### src/include/sock_pkg.sv
package sock_pkg;

  // ==========================================================
  // Timing
  localparam int unsigned CLK_PERIOD_NS = 5;
  localparam int unsigned LINGER_NS = 1000;
  // Least time, so round up
  localparam int unsigned LINGER_CYCLES = (LINGER_NS + CLK_PERIOD_NS - 1) / CLK_PERIOD_NS;

  // ==========================================================
  // Register offsets
  localparam logic [7:0] OFS_PROTO = 8'h00;
  localparam logic [7:0] OFS_CMD = 8'h01;
  localparam logic [7:0] OFS_FLAGS = 8'h02;
  localparam logic [7:0] OFS_STATE = 8'h03;
  localparam logic [7:0] OFS_MASK = 8'h2c;

  // ==========================================================
  // Reset values
  localparam logic [7:0] PROTO_RST = 8'h00;
  localparam logic [7:0] MASK_RST = 8'hff;
  localparam logic [4:0] FLAGS_RST = 5'h00;
  localparam logic [7:0] STATE_RST = 8'h00;

  // ==========================================================
  // Event flag positions
  localparam int unsigned EV_W = 5;
  localparam int unsigned EV_LINK_UP = 0;
  localparam int unsigned EV_PEER_FIN = 1;
  localparam int unsigned EV_DATA = 2;
  localparam int unsigned EV_EXPIRY = 3;
  localparam int unsigned EV_SEND_DONE = 4;

  // ==========================================================
  // Protocol select and commands
  localparam logic [3:0] PROTO_TCP = 4'h1;
  localparam logic [3:0] PROTO_UDP = 4'h2;
  localparam logic [3:0] PROTO_RAW = 4'h4;
  localparam logic [7:0] CMD_OPEN = 8'h01;
  localparam logic [7:0] CMD_LISTEN = 8'h02;
  localparam logic [7:0] CMD_CONNECT = 8'h04;
  localparam logic [7:0] CMD_PEER_FIN_FLAG = 8'h08;
  localparam logic [7:0] CMD_CLOSE = 8'h10;
  localparam logic [7:0] CMD_SEND = 8'h20;
  localparam logic [7:0] CMD_SEND_MAC = 8'h21;
  localparam logic [7:0] CMD_SEND_KEEP = 8'h22;

  // ==========================================================
  // Reported state codes
  localparam logic [7:0] SC_RELEASED = 8'h00;
  localparam logic [7:0] SC_TCP_OPENED = 8'h13;
  localparam logic [7:0] SC_AWAITING = 8'h14;
  localparam logic [7:0] SC_REQ_SENT = 8'h15;
  localparam logic [7:0] SC_REQ_RCVD = 8'h16;
  localparam logic [7:0] SC_SESSION_UP = 8'h17;
  localparam logic [7:0] SC_FINISH_PEND = 8'h18;
  localparam logic [7:0] SC_SHUTTING = 8'h1a;
  localparam logic [7:0] SC_LINGER = 8'h1b;
  localparam logic [7:0] SC_HALF_CLOSED = 8'h1c;
  localparam logic [7:0] SC_FINAL_WAIT = 8'h1d;
  localparam logic [7:0] SC_DATAGRAM = 8'h22;
  localparam logic [7:0] SC_RAW_FRAME = 8'h42;

  // ==========================================================
  // Carriers
  typedef struct packed {
    logic [7:0] addr;
    logic wr;
    logic rd;
    logic [7:0] wdata;
  } reg_req_t;

  typedef struct packed {
    logic syn;
    logic synack;
    logic reply_ok;
    logic fin;
    logic finack;
    logic rst;
    logic data;
    logic send_done;
    logic address_resolution_expiry;
    logic retransmit_expiry;
  } peer_ev_t;

  typedef struct packed {
    logic send_syn;
    logic send_synack;
    logic send_fin;
    logic send_data;
    logic send_mac;
    logic send_keep;
    logic abort;
  } eng_req_t;

endpackage

### src/verilog/sock_event_flags.sv
`timescale 1ns/10ps
module sock_event_flags #(
  parameter int unsigned W = 5
) (
  // Clock and reset
  input wire logic clk,
  input wire logic rstn,
  // Events and mask
  input wire logic [W-1:0] ev,
  input wire logic [W-1:0] mask,
  // Write-one-to-clear
  input wire logic clr_wr,
  input wire logic [W-1:0] clr_data,
  // Flags
  output logic [W-1:0] flags_ff
);

  logic [W-1:0] nxt_flags;

  // ==========================================================
  // Set wins over a clear in the same cycle
  always_comb begin
    nxt_flags = flags_ff;
    if (clr_wr) begin
      nxt_flags = nxt_flags & ~clr_data;
    end
    nxt_flags = nxt_flags | (ev & mask);
  end

  always_ff @(posedge clk or negedge rstn) begin
    if (!rstn) begin
      flags_ff <= sock_pkg::FLAGS_RST[W-1:0];
    end else begin
      flags_ff <= nxt_flags;
    end
  end

  // ==========================================================
  // Checks
  chk_flag_set_masked: assert property (@(posedge clk) disable iff (!rstn)
    (ev & mask) != '0 |=> (flags_ff & $past(ev & mask)) == $past(ev & mask))
    else $error("masked event did not set its flag");

  chk_flag_clear_one: assert property (@(posedge clk) disable iff (!rstn)
    clr_wr |=> flags_ff == (($past(flags_ff) & ~$past(clr_data)) | $past(ev & mask)))
    else $error("write-one-to-clear misbehaved");

  chk_flag_no_unmasked: assert property (@(posedge clk) disable iff (!rstn)
    !clr_wr && (ev & mask) == '0 |=> $stable(flags_ff))
    else $error("flag changed with no cause");

endmodule // sock_event_flags

### src/verilog/sock_state_ctrl.sv
`timescale 1ns/10ps
// Behaviour
// - Masked socket event sets its flag bit
// - Writing one clears a flag, zero keeps
// - Bit 4 set when send finishes
// - Bit 3 set on either expiry
// - Bit 2 set on each data arrival
// - Bit 1 set on peer FIN
// - Bit 0 set once on reaching session
// - State moves only on commands, segments, expiries or linger timeout
// - Close, disconnect or timeout release socket
// - Open with TCP select gives 0x13
// - Awaiting client: accept or expire to released
// - Session state 0x17 after accept or connect
// - Peer FIN in session 0x17 gives half-closed 0x1C
// - Open with UDP select gives 0x22
// - Raw frame state only on socket zero
// - Request sent 0x15 until reply or expiry
// - Request received 0x16 until reply succeeds
// - Closing states end on completion or timeout
// - Final reply wait 0x1D ends released
// - Peer reset releases the socket in states 0x14 to 0x1D only
module sock_state_ctrl #(
  parameter int unsigned SOCKET_INDEX = 0,
  parameter int unsigned LINGER = sock_pkg::LINGER_CYCLES
) (
  // Clock and reset
  input wire logic clk,
  input wire logic rstn,
  // Register port
  input wire sock_pkg::reg_req_t reg_req,
  output logic [7:0] reg_rdata,
  // Peer segments and engine results
  input wire sock_pkg::peer_ev_t peer_ev,
  // Engine requests
  output sock_pkg::eng_req_t eng_req,
  // Status
  output logic [7:0] socket_state,
  output logic [7:0] socket_event_flags
);

  typedef enum {
    ST_RELEASED, ST_TCP_OPENED, ST_AWAITING, ST_REQ_SENT, ST_REQ_RCVD,
    ST_SESSION_UP, ST_FINISH_PEND, ST_SHUTTING, ST_LINGER, ST_HALF_CLOSED,
    ST_FINAL_WAIT, ST_DATAGRAM, ST_RAW_FRAME
  } sock_st_t;

  // ==========================================================
  // Helpers
  function automatic logic [7:0] state_code(input sock_st_t s);
    case (s)
      ST_RELEASED: state_code = sock_pkg::SC_RELEASED;
      ST_TCP_OPENED: state_code = sock_pkg::SC_TCP_OPENED;
      ST_AWAITING: state_code = sock_pkg::SC_AWAITING;
      ST_REQ_SENT: state_code = sock_pkg::SC_REQ_SENT;
      ST_REQ_RCVD: state_code = sock_pkg::SC_REQ_RCVD;
      ST_SESSION_UP: state_code = sock_pkg::SC_SESSION_UP;
      ST_FINISH_PEND: state_code = sock_pkg::SC_FINISH_PEND;
      ST_SHUTTING: state_code = sock_pkg::SC_SHUTTING;
      ST_LINGER: state_code = sock_pkg::SC_LINGER;
      ST_HALF_CLOSED: state_code = sock_pkg::SC_HALF_CLOSED;
      ST_FINAL_WAIT: state_code = sock_pkg::SC_FINAL_WAIT;
      ST_DATAGRAM: state_code = sock_pkg::SC_DATAGRAM;
      ST_RAW_FRAME: state_code = sock_pkg::SC_RAW_FRAME;
      default: state_code = sock_pkg::SC_RELEASED;
    endcase
  endfunction

  // States that carry a live or pending TCP connection
  function automatic logic in_tcp_link(input sock_st_t s);
    in_tcp_link = (s != ST_RELEASED) && (s != ST_TCP_OPENED) &&
                  (s != ST_DATAGRAM) && (s != ST_RAW_FRAME);
  endfunction

  function automatic logic hit(input logic [7:0] a, input logic [7:0] ofs);
    hit = (a == ofs);
  endfunction

  // ==========================================================
  // Registers
  sock_st_t st_ff;
  sock_st_t nxt_st;
  logic [7:0] state_ff;
  logic [7:0] proto_ff;
  logic [7:0] mask_ff;
  logic [7:0] rdata_ff;
  logic [7:0] nxt_rdata;
  sock_pkg::eng_req_t req_ff;
  sock_pkg::eng_req_t nxt_req;
  logic [15:0] linger_ff;
  logic [sock_pkg::EV_W-1:0] ev_vec;
  logic [sock_pkg::EV_W-1:0] flags_ff;
  logic cmd_wr;
  logic [7:0] cmd;
  logic any_expiry;
  logic linger_done;
  logic raw_allowed;

  assign cmd_wr = reg_req.wr && hit(reg_req.addr, sock_pkg::OFS_CMD);
  assign cmd = reg_req.wdata;
  assign any_expiry = peer_ev.address_resolution_expiry || peer_ev.retransmit_expiry;
  assign linger_done = (st_ff == ST_LINGER) && (linger_ff == 16'(LINGER - 1));
  // Raw frames only make sense on the first socket
  assign raw_allowed = (SOCKET_INDEX == 0);

  // ==========================================================
  // Socket state machine
  always_comb begin
    nxt_st = st_ff;
    nxt_req = '0;
    if (cmd_wr && cmd == sock_pkg::CMD_CLOSE) begin
      nxt_st = ST_RELEASED;
    end else if (peer_ev.rst && in_tcp_link(st_ff)) begin
      nxt_st = ST_RELEASED;
    end else if (peer_ev.retransmit_expiry && in_tcp_link(st_ff)) begin
      nxt_st = ST_RELEASED;
    end else if (peer_ev.address_resolution_expiry && st_ff == ST_REQ_SENT) begin
      nxt_st = ST_RELEASED;
    end else begin
      case (st_ff)
        ST_RELEASED: begin
          if (cmd_wr && cmd == sock_pkg::CMD_OPEN) begin
            if (proto_ff[3:0] == sock_pkg::PROTO_TCP) begin
              nxt_st = ST_TCP_OPENED;
            end else if (proto_ff[3:0] == sock_pkg::PROTO_UDP) begin
              nxt_st = ST_DATAGRAM;
            end else if (proto_ff[3:0] == sock_pkg::PROTO_RAW && raw_allowed) begin
              nxt_st = ST_RAW_FRAME;
            end
          end
        end
        ST_TCP_OPENED: begin
          // Listen and connect are honoured only here
          if (cmd_wr && cmd == sock_pkg::CMD_LISTEN) begin
            nxt_st = ST_AWAITING;
          end else if (cmd_wr && cmd == sock_pkg::CMD_CONNECT) begin
            nxt_st = ST_REQ_SENT;
            nxt_req.send_syn = 1'b1;
          end else if (cmd_wr && cmd == sock_pkg::CMD_PEER_FIN_FLAG) begin
            nxt_st = ST_RELEASED;
          end
        end
        ST_AWAITING: begin
          if (peer_ev.syn) begin
            nxt_st = ST_REQ_RCVD;
            nxt_req.send_synack = 1'b1;
          end else if (cmd_wr && cmd == sock_pkg::CMD_PEER_FIN_FLAG) begin
            nxt_st = ST_RELEASED;
          end
        end
        ST_REQ_SENT: begin
          if (peer_ev.synack) begin
            nxt_st = ST_SESSION_UP;
          end else if (cmd_wr && cmd == sock_pkg::CMD_PEER_FIN_FLAG) begin
            nxt_st = ST_RELEASED;
          end
        end
        ST_REQ_RCVD: begin
          if (peer_ev.reply_ok) begin
            nxt_st = ST_SESSION_UP;
          end else if (cmd_wr && cmd == sock_pkg::CMD_PEER_FIN_FLAG) begin
            nxt_st = ST_RELEASED;
          end
        end
        ST_SESSION_UP, ST_HALF_CLOSED: begin
          if (cmd_wr && cmd == sock_pkg::CMD_PEER_FIN_FLAG) begin
            nxt_st = (st_ff == ST_SESSION_UP) ? ST_FINISH_PEND : ST_FINAL_WAIT;
            nxt_req.send_fin = 1'b1;
          end else if (peer_ev.fin && st_ff == ST_SESSION_UP) begin
            nxt_st = ST_HALF_CLOSED;
          end else if (cmd_wr) begin
            nxt_req.send_data = (cmd == sock_pkg::CMD_SEND);
            nxt_req.send_keep = (cmd == sock_pkg::CMD_SEND_KEEP);
          end
        end
        ST_FINISH_PEND: begin
          if (peer_ev.finack) begin
            nxt_st = ST_RELEASED;
          end else if (peer_ev.fin) begin
            nxt_st = ST_SHUTTING;
          end
        end
        ST_SHUTTING: begin
          if (peer_ev.finack) begin
            nxt_st = ST_LINGER;
          end
        end
        ST_LINGER: begin
          if (linger_done) begin
            nxt_st = ST_RELEASED;
          end
        end
        ST_FINAL_WAIT: begin
          if (peer_ev.finack) begin
            nxt_st = ST_RELEASED;
          end
        end
        ST_DATAGRAM, ST_RAW_FRAME: begin
          if (cmd_wr && cmd == sock_pkg::CMD_PEER_FIN_FLAG) begin
            nxt_st = ST_RELEASED;
          end else if (cmd_wr) begin
            nxt_req.send_data = (cmd == sock_pkg::CMD_SEND);
            nxt_req.send_mac = (cmd == sock_pkg::CMD_SEND_MAC) && (st_ff == ST_DATAGRAM);
          end
        end
        default: nxt_st = ST_RELEASED;
      endcase
    end
    nxt_req.abort = (nxt_st == ST_RELEASED) && (st_ff != ST_RELEASED);
  end

  // Only commands, segments, expiries and the linger timer reach nxt_st
  always_ff @(posedge clk or negedge rstn) begin
    if (!rstn) begin
      st_ff <= ST_RELEASED;
      state_ff <= sock_pkg::STATE_RST;
    end else begin
      st_ff <= nxt_st;
      state_ff <= state_code(nxt_st);
    end
  end

  // ==========================================================
  // Linger timer
  always_ff @(posedge clk or negedge rstn) begin
    if (!rstn) begin
      linger_ff <= '0;
    end else if (st_ff == ST_LINGER) begin
      linger_ff <= linger_ff + 16'h0001;
    end else begin
      linger_ff <= '0;
    end
  end

  // ==========================================================
  // Engine requests, one-cycle pulses
  always_ff @(posedge clk or negedge rstn) begin
    if (!rstn) begin
      req_ff <= '0;
    end else begin
      req_ff <= nxt_req;
    end
  end

  // ==========================================================
  // Host-written registers
  always_ff @(posedge clk or negedge rstn) begin
    if (!rstn) begin
      proto_ff <= sock_pkg::PROTO_RST;
      mask_ff <= sock_pkg::MASK_RST;
    end else if (reg_req.wr) begin
      if (hit(reg_req.addr, sock_pkg::OFS_PROTO)) begin
        proto_ff <= reg_req.wdata;
      end
      if (hit(reg_req.addr, sock_pkg::OFS_MASK)) begin
        mask_ff <= reg_req.wdata;
      end
    end
  end

  // ==========================================================
  // Event flags
  always_comb begin
    ev_vec = '0;
    ev_vec[sock_pkg::EV_SEND_DONE] = peer_ev.send_done;
    ev_vec[sock_pkg::EV_EXPIRY] = any_expiry;
    ev_vec[sock_pkg::EV_DATA] = peer_ev.data;
    ev_vec[sock_pkg::EV_PEER_FIN] = peer_ev.fin || peer_ev.finack;
    // Entry edge only, so a long session flags once
    ev_vec[sock_pkg::EV_LINK_UP] = (nxt_st == ST_SESSION_UP) && (st_ff != ST_SESSION_UP);
  end

  sock_event_flags #(
    .W(sock_pkg::EV_W)
  ) u_flags (
    .clk(clk),
    .rstn(rstn),
    .ev(ev_vec),
    .mask(mask_ff[sock_pkg::EV_W-1:0]),
    .clr_wr(reg_req.wr && hit(reg_req.addr, sock_pkg::OFS_FLAGS)),
    .clr_data(reg_req.wdata[sock_pkg::EV_W-1:0]),
    .flags_ff(flags_ff)
  );

  // ==========================================================
  // Read data
  always_comb begin
    nxt_rdata = 8'h00;
    case (reg_req.addr)
      sock_pkg::OFS_PROTO: nxt_rdata = proto_ff;
      sock_pkg::OFS_FLAGS: nxt_rdata = {3'h0, flags_ff};
      sock_pkg::OFS_STATE: nxt_rdata = state_ff;
      sock_pkg::OFS_MASK: nxt_rdata = mask_ff;
      default: nxt_rdata = 8'h00;
    endcase
  end

  always_ff @(posedge clk or negedge rstn) begin
    if (!rstn) begin
      rdata_ff <= 8'h00;
    end else if (reg_req.rd) begin
      rdata_ff <= nxt_rdata;
    end
  end

  assign reg_rdata = rdata_ff;
  assign eng_req = req_ff;
  assign socket_state = state_ff;
  assign socket_event_flags = {3'h0, flags_ff};

  // ==========================================================
  // Checks
  chk_send_flag_set: assert property (@(posedge clk) disable iff (!rstn)
    peer_ev.send_done && mask_ff[4] |=> socket_event_flags[4])
    else $error("send completion flag missing");

  chk_expiry_flag_set: assert property (@(posedge clk) disable iff (!rstn)
    any_expiry && mask_ff[3] |=> socket_event_flags[3])
    else $error("expiry flag missing");

  chk_data_flag_set: assert property (@(posedge clk) disable iff (!rstn)
    peer_ev.data && mask_ff[2] |=> socket_event_flags[2])
    else $error("data arrival flag missing");

  chk_fin_flag_set: assert property (@(posedge clk) disable iff (!rstn)
    (peer_ev.fin || peer_ev.finack) && mask_ff[1] |=> socket_event_flags[1])
    else $error("peer finish flag missing");

  chk_link_up_entry: assert property (@(posedge clk) disable iff (!rstn)
    $rose(socket_state == sock_pkg::SC_SESSION_UP) && mask_ff[0]
    |-> socket_event_flags[0])
    else $error("link-up flag not set on session entry");

  chk_state_has_cause: assert property (@(posedge clk) disable iff (!rstn)
    $changed(socket_state) |-> $past(cmd_wr || peer_ev != '0 || linger_done))
    else $error("state moved without a cause");

  chk_close_releases: assert property (@(posedge clk) disable iff (!rstn)
    cmd_wr && cmd == sock_pkg::CMD_CLOSE |=> socket_state == sock_pkg::SC_RELEASED)
    else $error("close did not release");

  chk_open_tcp_state: assert property (@(posedge clk) disable iff (!rstn)
    st_ff == ST_RELEASED && cmd_wr && cmd == sock_pkg::CMD_OPEN &&
    proto_ff[3:0] == sock_pkg::PROTO_TCP |=> socket_state == sock_pkg::SC_TCP_OPENED)
    else $error("TCP open did not reach opened state");

  chk_reset_releases: assert property (@(posedge clk) disable iff (!rstn)
    peer_ev.rst && in_tcp_link(st_ff) |=> socket_state == sock_pkg::SC_RELEASED)
    else $error("peer reset did not release");

  chk_connect_sequence: assert property (@(posedge clk) disable iff (!rstn)
    st_ff == ST_TCP_OPENED && cmd_wr && cmd == sock_pkg::CMD_CONNECT
    |=> socket_state == sock_pkg::SC_REQ_SENT && eng_req.send_syn)
    else $error("connect did not show request sent");

  chk_raw_socket_zero: assert property (@(posedge clk) disable iff (!rstn)
    socket_state == sock_pkg::SC_RAW_FRAME |-> SOCKET_INDEX == 0)
    else $error("raw frame state on a non-zero socket");

  chk_reserved_zero: assert property (@(posedge clk) disable iff (!rstn)
    socket_event_flags[7:5] == 3'h0)
    else $error("reserved flag bits not zero");

  cov_server_session: cover property (@(posedge clk) disable iff (!rstn)
    socket_state == sock_pkg::SC_AWAITING ##[1:20] socket_state == sock_pkg::SC_SESSION_UP);
  cov_half_close: cover property (@(posedge clk) disable iff (!rstn)
    socket_state == sock_pkg::SC_HALF_CLOSED ##[1:20] socket_state == sock_pkg::SC_FINAL_WAIT);
  cov_linger_done: cover property (@(posedge clk) disable iff (!rstn)
    socket_state == sock_pkg::SC_LINGER ##1 socket_state == sock_pkg::SC_RELEASED);
  cov_datagram: cover property (@(posedge clk) disable iff (!rstn)
    socket_state == sock_pkg::SC_DATAGRAM && eng_req.send_mac);

endmodule // sock_state_ctrl

### config.mk
export PLATFORM = sky130hd
export DESIGN_NAME = sock_state_ctrl
export DESIGN_NICKNAME = d
export VERILOG_FILES = /design/src/include/sock_pkg.sv /design/src/verilog/sock_event_flags.sv /design/src/verilog/sock_state_ctrl.sv
export SDC_FILE = /design/constraint.sdc
export NUM_CORES = 1
export LEC_CHECK = 0
export BUFFER_PORTS_ARGS = -buffer_cell sky130_fd_sc_hd__buf_2
export CAP_MARGIN = 25
export CORE_MARGIN = 2
export CORE_UTILIZATION = 45
export CTS_CLUSTER_DIAMETER = 200
export DETAILED_ROUTE_END_ITERATION = 8
export SETUP_SLACK_MARGIN = 0.4
export SLEW_MARGIN = 15
export SYNTH_ARGS = -nofsm -noshare
export SYNTH_HDL_FRONTEND = slang
export SYNTH_SLANG_ARGS = --single-unit
### constraint.sdc
create_clock -name clk -period 4.75 [get_ports clk]
set_clock_uncertainty 0.15 [all_clocks]
set_input_delay 0.475 -clock clk [delete_from_list [all_inputs] [get_ports clk]]
set_output_delay 0.475 -clock clk [all_outputs]
set_load 0.01 [all_outputs]
==> flow_summary.json, run 1 <==
{
  "relSlewSlack_pct": 28.05,
  "setup.worst_path.class": "reg -> reg",
  "ys_seq_area_share_pct": 51.35,
  "hold_class": "in -> reg",
  "power_density_nw_per_um2": 287.0,
  "synth-edff-count": 0,
  "post_drt_wl_per_cell_um": 16.54,
  "design_area_um2": 5165,
  "grt_antenna_before_repair": 0,
  "yosysMostFrequentCell": "dfrtp_1",
  "synthTopCellsByCount": "83 x dfrtp_1, 39 x nor2_1, 33 x nand2_1, 19 x nor4_1, 18 x inv_1",
  "num_rows": 36,
  "final_hold_viol_count": 0,
  "cts_buffers": 9,
  "tns_ps": 0,
  "reg2reg_from": "st_ff[5]",
  "ctsHtreeMaxLevel": 3,
  "clk_pin_slew_ps": 100,
  "nets": 551,
  "max_freq_ghz": 0.2793,
  "io_buffer_count": 56,
  "hold_path_startpoint": "peer_ev[2]",
  "ctsResizeCount": 0,
  "viasPerCell": 5.456,
  "worstPathRequired_ps": 4840,
  "synth_top_cell_area_share_pct": 46.63,
  "startpoint_type": "flop",
  "cts_buffer_depth": 2,
  "synth_top_cell_by_area": "dfrtp_1",
  "post-route-period-util_pct": 75.37,
  "critPathArrivalTime_ps": 3670,
  "ir_drop_v": 0.0001344,
  "ys_types": 65,
  "grt.overflow.total": 0,
  "grt_pass1_vias": 3414,
  "worstSetupEndpointType": "flop",
  "async_flop_share_pct": 100.0,
  "dieArea_um2": 10710,
  "cap_violations": 0,
  "postCtsSetupRepairBufs": 0,
  "setup_violations": 0,
  "synth_area_leaders": "dfrtp_1 47%, dfstp_2 4.7%, mux2_2 4.0%, nor2_1 3.3%, nand2_1 2.8%",
  "rsz0062_at_grt": "false",
  "grt_usage_pct": 21.73,
  "start_util_pct": 45.99,
  "placed_cell_area_um2": 4941,
  "dieWidth_um": 103.5,
  "synth_area_um2": 4454,
  "p_leak_nw": 2.270,
  "syn_inst": 432,
  "drtIter0Drc": 261,
  "tightest_slew_ps": 1076,
  "grt_pass1_wl_um": 17670,
  "post-route-drc-count": 0,
  "diodes": 0,
  "coreArea_um2": 9684,
  "grt_max_degree": 51,
  "hpwlAfterDp_um": 7944,
  "cts_sinks": 91,
  "vias": 3557,
  "cts_tree": "built",
  "syn_to_final_growth_pct": 15.95,
  "drt_wl_total_um": 10790,
  "synthFlopType": "dfrtp_1",
  "status": "finished, final reports clean",
  "finalCriticalPeriod_ps": 3580,
  "first_pass_iters": 4,
  "place.gp.congestion": 0.9469,
  "drtAntennaViolNets": 0,
  "worstPathMaxFanout": 7,
  "startpoint": "st_ff[5]",
  "ys_ff_latch": 91,
  "layout-drive-gt1-share_pct": 21.19,
  "avgSynthCellArea_um2": 10.31,
  "yosysWarnings": 0,
  "r2r_slack_ps": 1170,
  "cts-root-buf": "clkbuf_8",
  "timing.final.max_slew_violations": 0,
  "die_h_um": 103.5,
  "clkLatencyLatePin_ps": 360,
  "ioPinCount": 61
}
cell type report:
| type | count | area [µm²] |
|---|---|---|
| Inverter | 18 | 67.56 |
| Tap cell | 133 | 166.4 |
| Timing Repair Buffer | 59 | 307.8 |
| Sequential cell | 91 | 2287 |
| Clock buffer | 9 | 123.9 |
| Fill cell | 896 | 4519 |
| Multi-Input combinational cell | 335 | 2122 |
| Clock inverter | 7 | 90.09 |
power breakdown:
group          internal [mW]  total [mW]  switching (mW)
logic                 0.0376      0.0988          0.0613
registers              0.809       0.829          0.0206
clock network          0.256       0.555           0.298
layout by cell type (no fill, tap or decap), drive strengths merged, types with 6 or more instances in the layout:
master	instances
nor3	6
dfstp	8
a21oi	10
buf	58
inv	22
nor2	40
nand2b	8
xor2	7
conb	32
and3	6
o22ai	10
a21boi	8
clkbuf	9
or4	7
nor4	19
dfrtp	83
nand4	9
xnor2	9
mux2	17
a222oi	7
nand2	33
o21ai	16
nand3	17
ha	7
per-layer routing:
metal  up-vias  GRT usage, %  share of wire (%)
met5         -             0                  0
met4         0         7.692                1.9
met3        20         3.898                6.2
met2       121         32.56                 45
met1      1705         31.77                 47
li1       1711             -                  -
stage by stage:
stage,util [%],hold slack (ps),power [mW],setup WS [ps],instances
after detailed placement,51.02,332.4,0.9426,1179,635
final,53.33,196.5,1.482,1170,652
after floorplan,-,29.41,0.8845,1435,463
after global routing,53.33,193.1,1.548,967.4,652
after global placement,51.02,321.1,0.9404,1267,635
after CTS,53.33,188.0,1.499,1165,652
path summary, 6_finish.rpt:
path | end | cells after the start
worst min-delay path | u_flags.flags_ff[4] | 2
max in group asynchronous | st_ff[2] | 3
worst max-delay path | socket_state[1] | 12
worst min register to register | linger_ff[0] | 1
min in group asynchronous | proto_ff[7] | 2
worst max register to register | socket_state[1] | 12
critical path, stage by stage (launching register included):
cell,delay (ps)
dfrtp_1,380
or4_4,580
nor3_1,270
nand3_1,250
or4_1,480
or3_1,350
o311ai_0,120
nand2_1,170
inv_1,160
ha_1,160
and3b_1,170
o21ai_1,130
o211ai_1,110
logic make-up after synthesis:
kind of cell / synth area share [%]
other cells: 0.08419
flops: 51.35
buf+inv: 3.623
mux: 4.747
compound gates: 12.64
fa+ha+maj: 1.966
simple gates: 22.44
xor+xnor: 3.146
state kept, by name, indices dropped and copies added (netlist names):
name              count
st_ff                32
linger_ff            16
mask_ff               8
proto_ff              8
reg_rdata             8
eng_req               7
socket_state          7
u_flags.flags_ff      5
repair_timing:
action / CTS / global route
hold endpoints to repair: 32 / 0
endpoints found under the setup margin: 0 / 0
hold buffers: 1 / 0
Note: power is estimated with default switching activity, not from simulation.
==> inputs of run 2 (changes only) <==
--- a/config.mk
+++ b/config.mk
@@ -5,12 +5,14 @@
 export SDC_FILE = /design/constraint.sdc
 export NUM_CORES = 1
 export LEC_CHECK = 0
+export ABC_AREA = 1
 export BUFFER_PORTS_ARGS = -buffer_cell sky130_fd_sc_hd__buf_2
 export CAP_MARGIN = 25
 export CORE_MARGIN = 2
 export CORE_UTILIZATION = 45
 export CTS_CLUSTER_DIAMETER = 200
 export DETAILED_ROUTE_END_ITERATION = 8
+export PLACE_DENSITY = 0.67
 export SETUP_SLACK_MARGIN = 0.4
 export SLEW_MARGIN = 15
 export SYNTH_ARGS = -nofsm -noshare
==> constraint.sdc (replaced) <==
create_clock -name clk -period 3.22 [get_ports clk]
set_clock_uncertainty 0.15 [all_clocks]
set_input_delay 0.322 -clock clk [delete_from_list [all_inputs] [get_ports clk]]
set_output_delay 0.322 -clock clk [all_outputs]
set_load 0.01 [all_outputs]
==> run 2 against run 1 <==
  * Flip-flop and latch count stayed put
  * Critical endpoint is now socket_state[2]
  * Setup slack got worse by 640 ps
  * Die area rose by 13%
  * Largest power group unchanged
  * Non-clock buffer count grew 19
  * Register-to-register slack got worse by 640 ps
  * Sequential power increased by 47%
==> flow_summary.json, run 2 <==
{
  "ctsHtreeMaxLevel": 3,
  "ys_types": 46,
  "clk_pin_slew_ps": 100,
  "synthFlopType": "dfrtp_1",
  "reg_top3": "st_ff (32), linger_ff (16)",
  "p_total_mw": 2.155,
  "multi_input_area_um2": 2572,
  "max_freq_ghz": 0.3710,
  "nets": 810,
  "finalCriticalPeriod_ps": 2695,
  "layout-drive-gt1-share_pct": 21.85,
  "yosysWarnings": 0,
  "wl_met2_um": 6063,
  "worstSetupEndpointType": "flop",
  "syn_to_final_growth_pct": 19.55,
  "tightest_slew_ps": 578.0,
  "num_rows": 38,
  "synth_top_family_by_area": "simple AND/OR/NAND/NOR gates",
  "cts_buffers": 9,
  "cts_buffer_depth": 2,
  "worst_r2r_path_depth": 17,
  "rsz0062_at_grt": "false",
  "synthTopCellsByCount": "174 x nand2_1, 91 x nor2_1, 83 x dfrtp_1, 75 x inv_1, 48 x nand3_1",
  "final_common_cell": "nand2_1",
  "cts_sinks": 91,
  "setup_violations": 0,
  "drtIter0Drc": 427,
  "synth_top_cell_by_area": "dfrtp_1",
  "async_flop_share_pct": 100.0,
  "coreArea_um2": 10890,
  "hpwlAfterDp_um": 10160,
  "largest_reg_flops": 32,
  "fin_cells": 918,
  "reg2reg_from": "st_ff[1]",
  "drt_wl_total_um": 13280,
  "worstPathMaxFanout": 5,
  "synth-edff-count": 0,
  "whs_path_depth": 3,
  "ir_drop_v": 0.0001971,
  "timing.final.max_slew_violations": 0,
  "startpoint_type": "flop",
  "avgSynthCellArea_um2": 7.592,
  "first_pass_iters": 5,
  "status": "finished, final reports clean",
  "syn_inst": 665,
  "ys_seq_area_share_pct": 45.30,
  "place.gp.congestion": 1.075,
  "synthMuxAreaShare_pct": 1.784,
  "hold_class": "in -> reg",
  "dr_wl_met3_um": 892,
  "wl_met1_um": 5834,
  "diodes": 0,
  "r2r_slack_ps": 520,
  "drtAntennaViolNets": 0,
  "p_leak_nw": 3.186,
  "start_util_pct": 46.37,
  "grt_max_degree": 52,
  "post-route-period-util_pct": 83.70,
  "ys_ff_latch": 91,
  "cts-root-buf": "clkbuf_8",
  "final_hold_viol_count": 0,
  "grt_pass1_wl_um": 21600,
  "dp.cells": 886,
  "synth_compound_area_share_pct": 7.584,
  "cts_tree": "built",
  "grt_antenna_before_repair": 0,
  "grt.overflow.total": 0,
  "final_cell_mix": "171 x nand2_1, 81 x nor2_1, 81 x dfrtp_1",
  "synth_area_um2": 5049,
  "tns_ps": 0,
  "vias": 4819,
  "yosysMostFrequentCell": "nand2_1",
  "worstPathRequired_ps": 3330,
  "synth-xor-area-share_pct": 0.1735,
  "viasPerCell": 5.249,
  "synth_area_leaders": "dfrtp_1 41%, nand2_1 13%, nor2_1 6.8%, inv_1 5.6%, nand3_1 4.8%",
  "dieArea_um2": 12080,
  "synthAdderAreaFrac_pct": 1.735,
  "power_density_nw_per_um2": 357.1,
  "worstReg2RegEnd": "socket_state[2]",
  "yosys.area_share.simple_pct": 35.51,
  "setup.worst_path.class": "reg -> reg",
  "cap_violations": 0,
  "regArea_um2": 2290,
  "largest_register": "st_ff",
  "endpoint": "socket_state[2]",
  "die_h_um": 109.9,
  "relSlewSlack_pct": 61.11,
  "grt_usage_pct": 23.00,
  "startpoint": "st_ff[1]",
  "fillers": 1024,
  "topRoutingLayerUsed": "met4",
  "ioPinCount": 61,
  "clkLatencyLatePin_ps": 370,
  "post-route-drc-count": 0,
  "dieWidth_um": 109.9,
  "io_buffer_count": 56,
  "grt_pass1_vias": 4573,
  "critPathArrivalTime_ps": 2810,
  "synth_top_cell_area_share_pct": 41.14,
  "post_drt_wl_per_cell_um": 14.47
}
==> run 2: layout make-up <==
cell class              count  area share (%)
flip-flops and latches     91           37.94
multi-input cells         509           42.62
clock buffers              10           2.114
well taps                 140           2.902
clock inverters             6           1.078
repair inverters            1         0.08292
repair buffers             78           7.794
inverters                  83           5.473
==> run 2: kinds of logic (layout without fill, tap and decap cells) <==
logic type | after synthesis | in the layout
AOI/OAI and AO/OA | 66 | 66
buffers and inverters | 96 | 178
other | 1 | 32
muxes | 8 | 8
and+or+nand+nor | 395 | 395
xor gates and xnor gates | 1 | 1
DFF | 91 | 91
adders and majority gates | 7 | 7
==> run 2: worst min path at each step <==
stage,startpoint,endpoint,slack (ps)
floorplan,rstn,eng_req[0],-120
finish,peer_ev[3],u_flags.flags_ff[2],8
global route,peer_ev[2],u_flags.flags_ff[4],10
detailed placement,rstn,linger_ff[2],180
global placement,linger_ff[0],linger_ff[0],300
CTS,peer_ev[3],u_flags.flags_ff[2],7
==> run 2: critical path: stages, from the launching register on <==
cell and delay [ps]:
dfrtp_1 480, inv_1 140, nand2_1 100, inv_1 130
nand2_1 160, nor2_2 190, nand3_1 140, nand2_2 130
nand2_1 70, nand2_1 70, nand2_1 60, inv_1 40
nand2_1 100, nand2_1 100, inv_1 60, ha_1 280
o21ai_2 150, inv_2 30
==> run 2: layer usage <==
layer	global-route usage [%]	vias to the layer above
met1	31.36	2245
li1	-	2331
met4	9.313	0
met5	0	-
met2	35.58	196
met3	4.861	47
==> run 2: metrics by stage <==
stage | worst slack (ps) | instance area, µm² | util, % | hold WS, ps
floorplan | 704.7 | 5165 | - | -123.6
global placement | 276.3 | 5587 | 51.31 | 299.2
detailed placement | 223.9 | 5614 | 51.56 | 177.8
CTS | 415.5 | 5832 | 53.56 | 6.713
global route | 357.5 | 6036 | 55.44 | 10.73
finish | 524.8 | 6036 | 55.44 | 8.189
==> run 2: timing repair <==
action | in CTS | in global routing
hold buffers | 1 | 0
resized for setup | 0 | 34
cloned | 0 | 1
endpoints found under the setup margin | 7 | 9
endpoints found under the hold margin | 40 | 0
pin swaps | 1 | 4
buffers inserted | 2 | 12
==> run 2: power by group <==
group	leakage, nW	total [mW]	switching (mW)	internal [mW]
Sequential	1.16	1.22	0.0310	1.19
Clock	0.0966	0.767	0.406	0.360
Combinational	1.93	0.165	0.108	0.0568
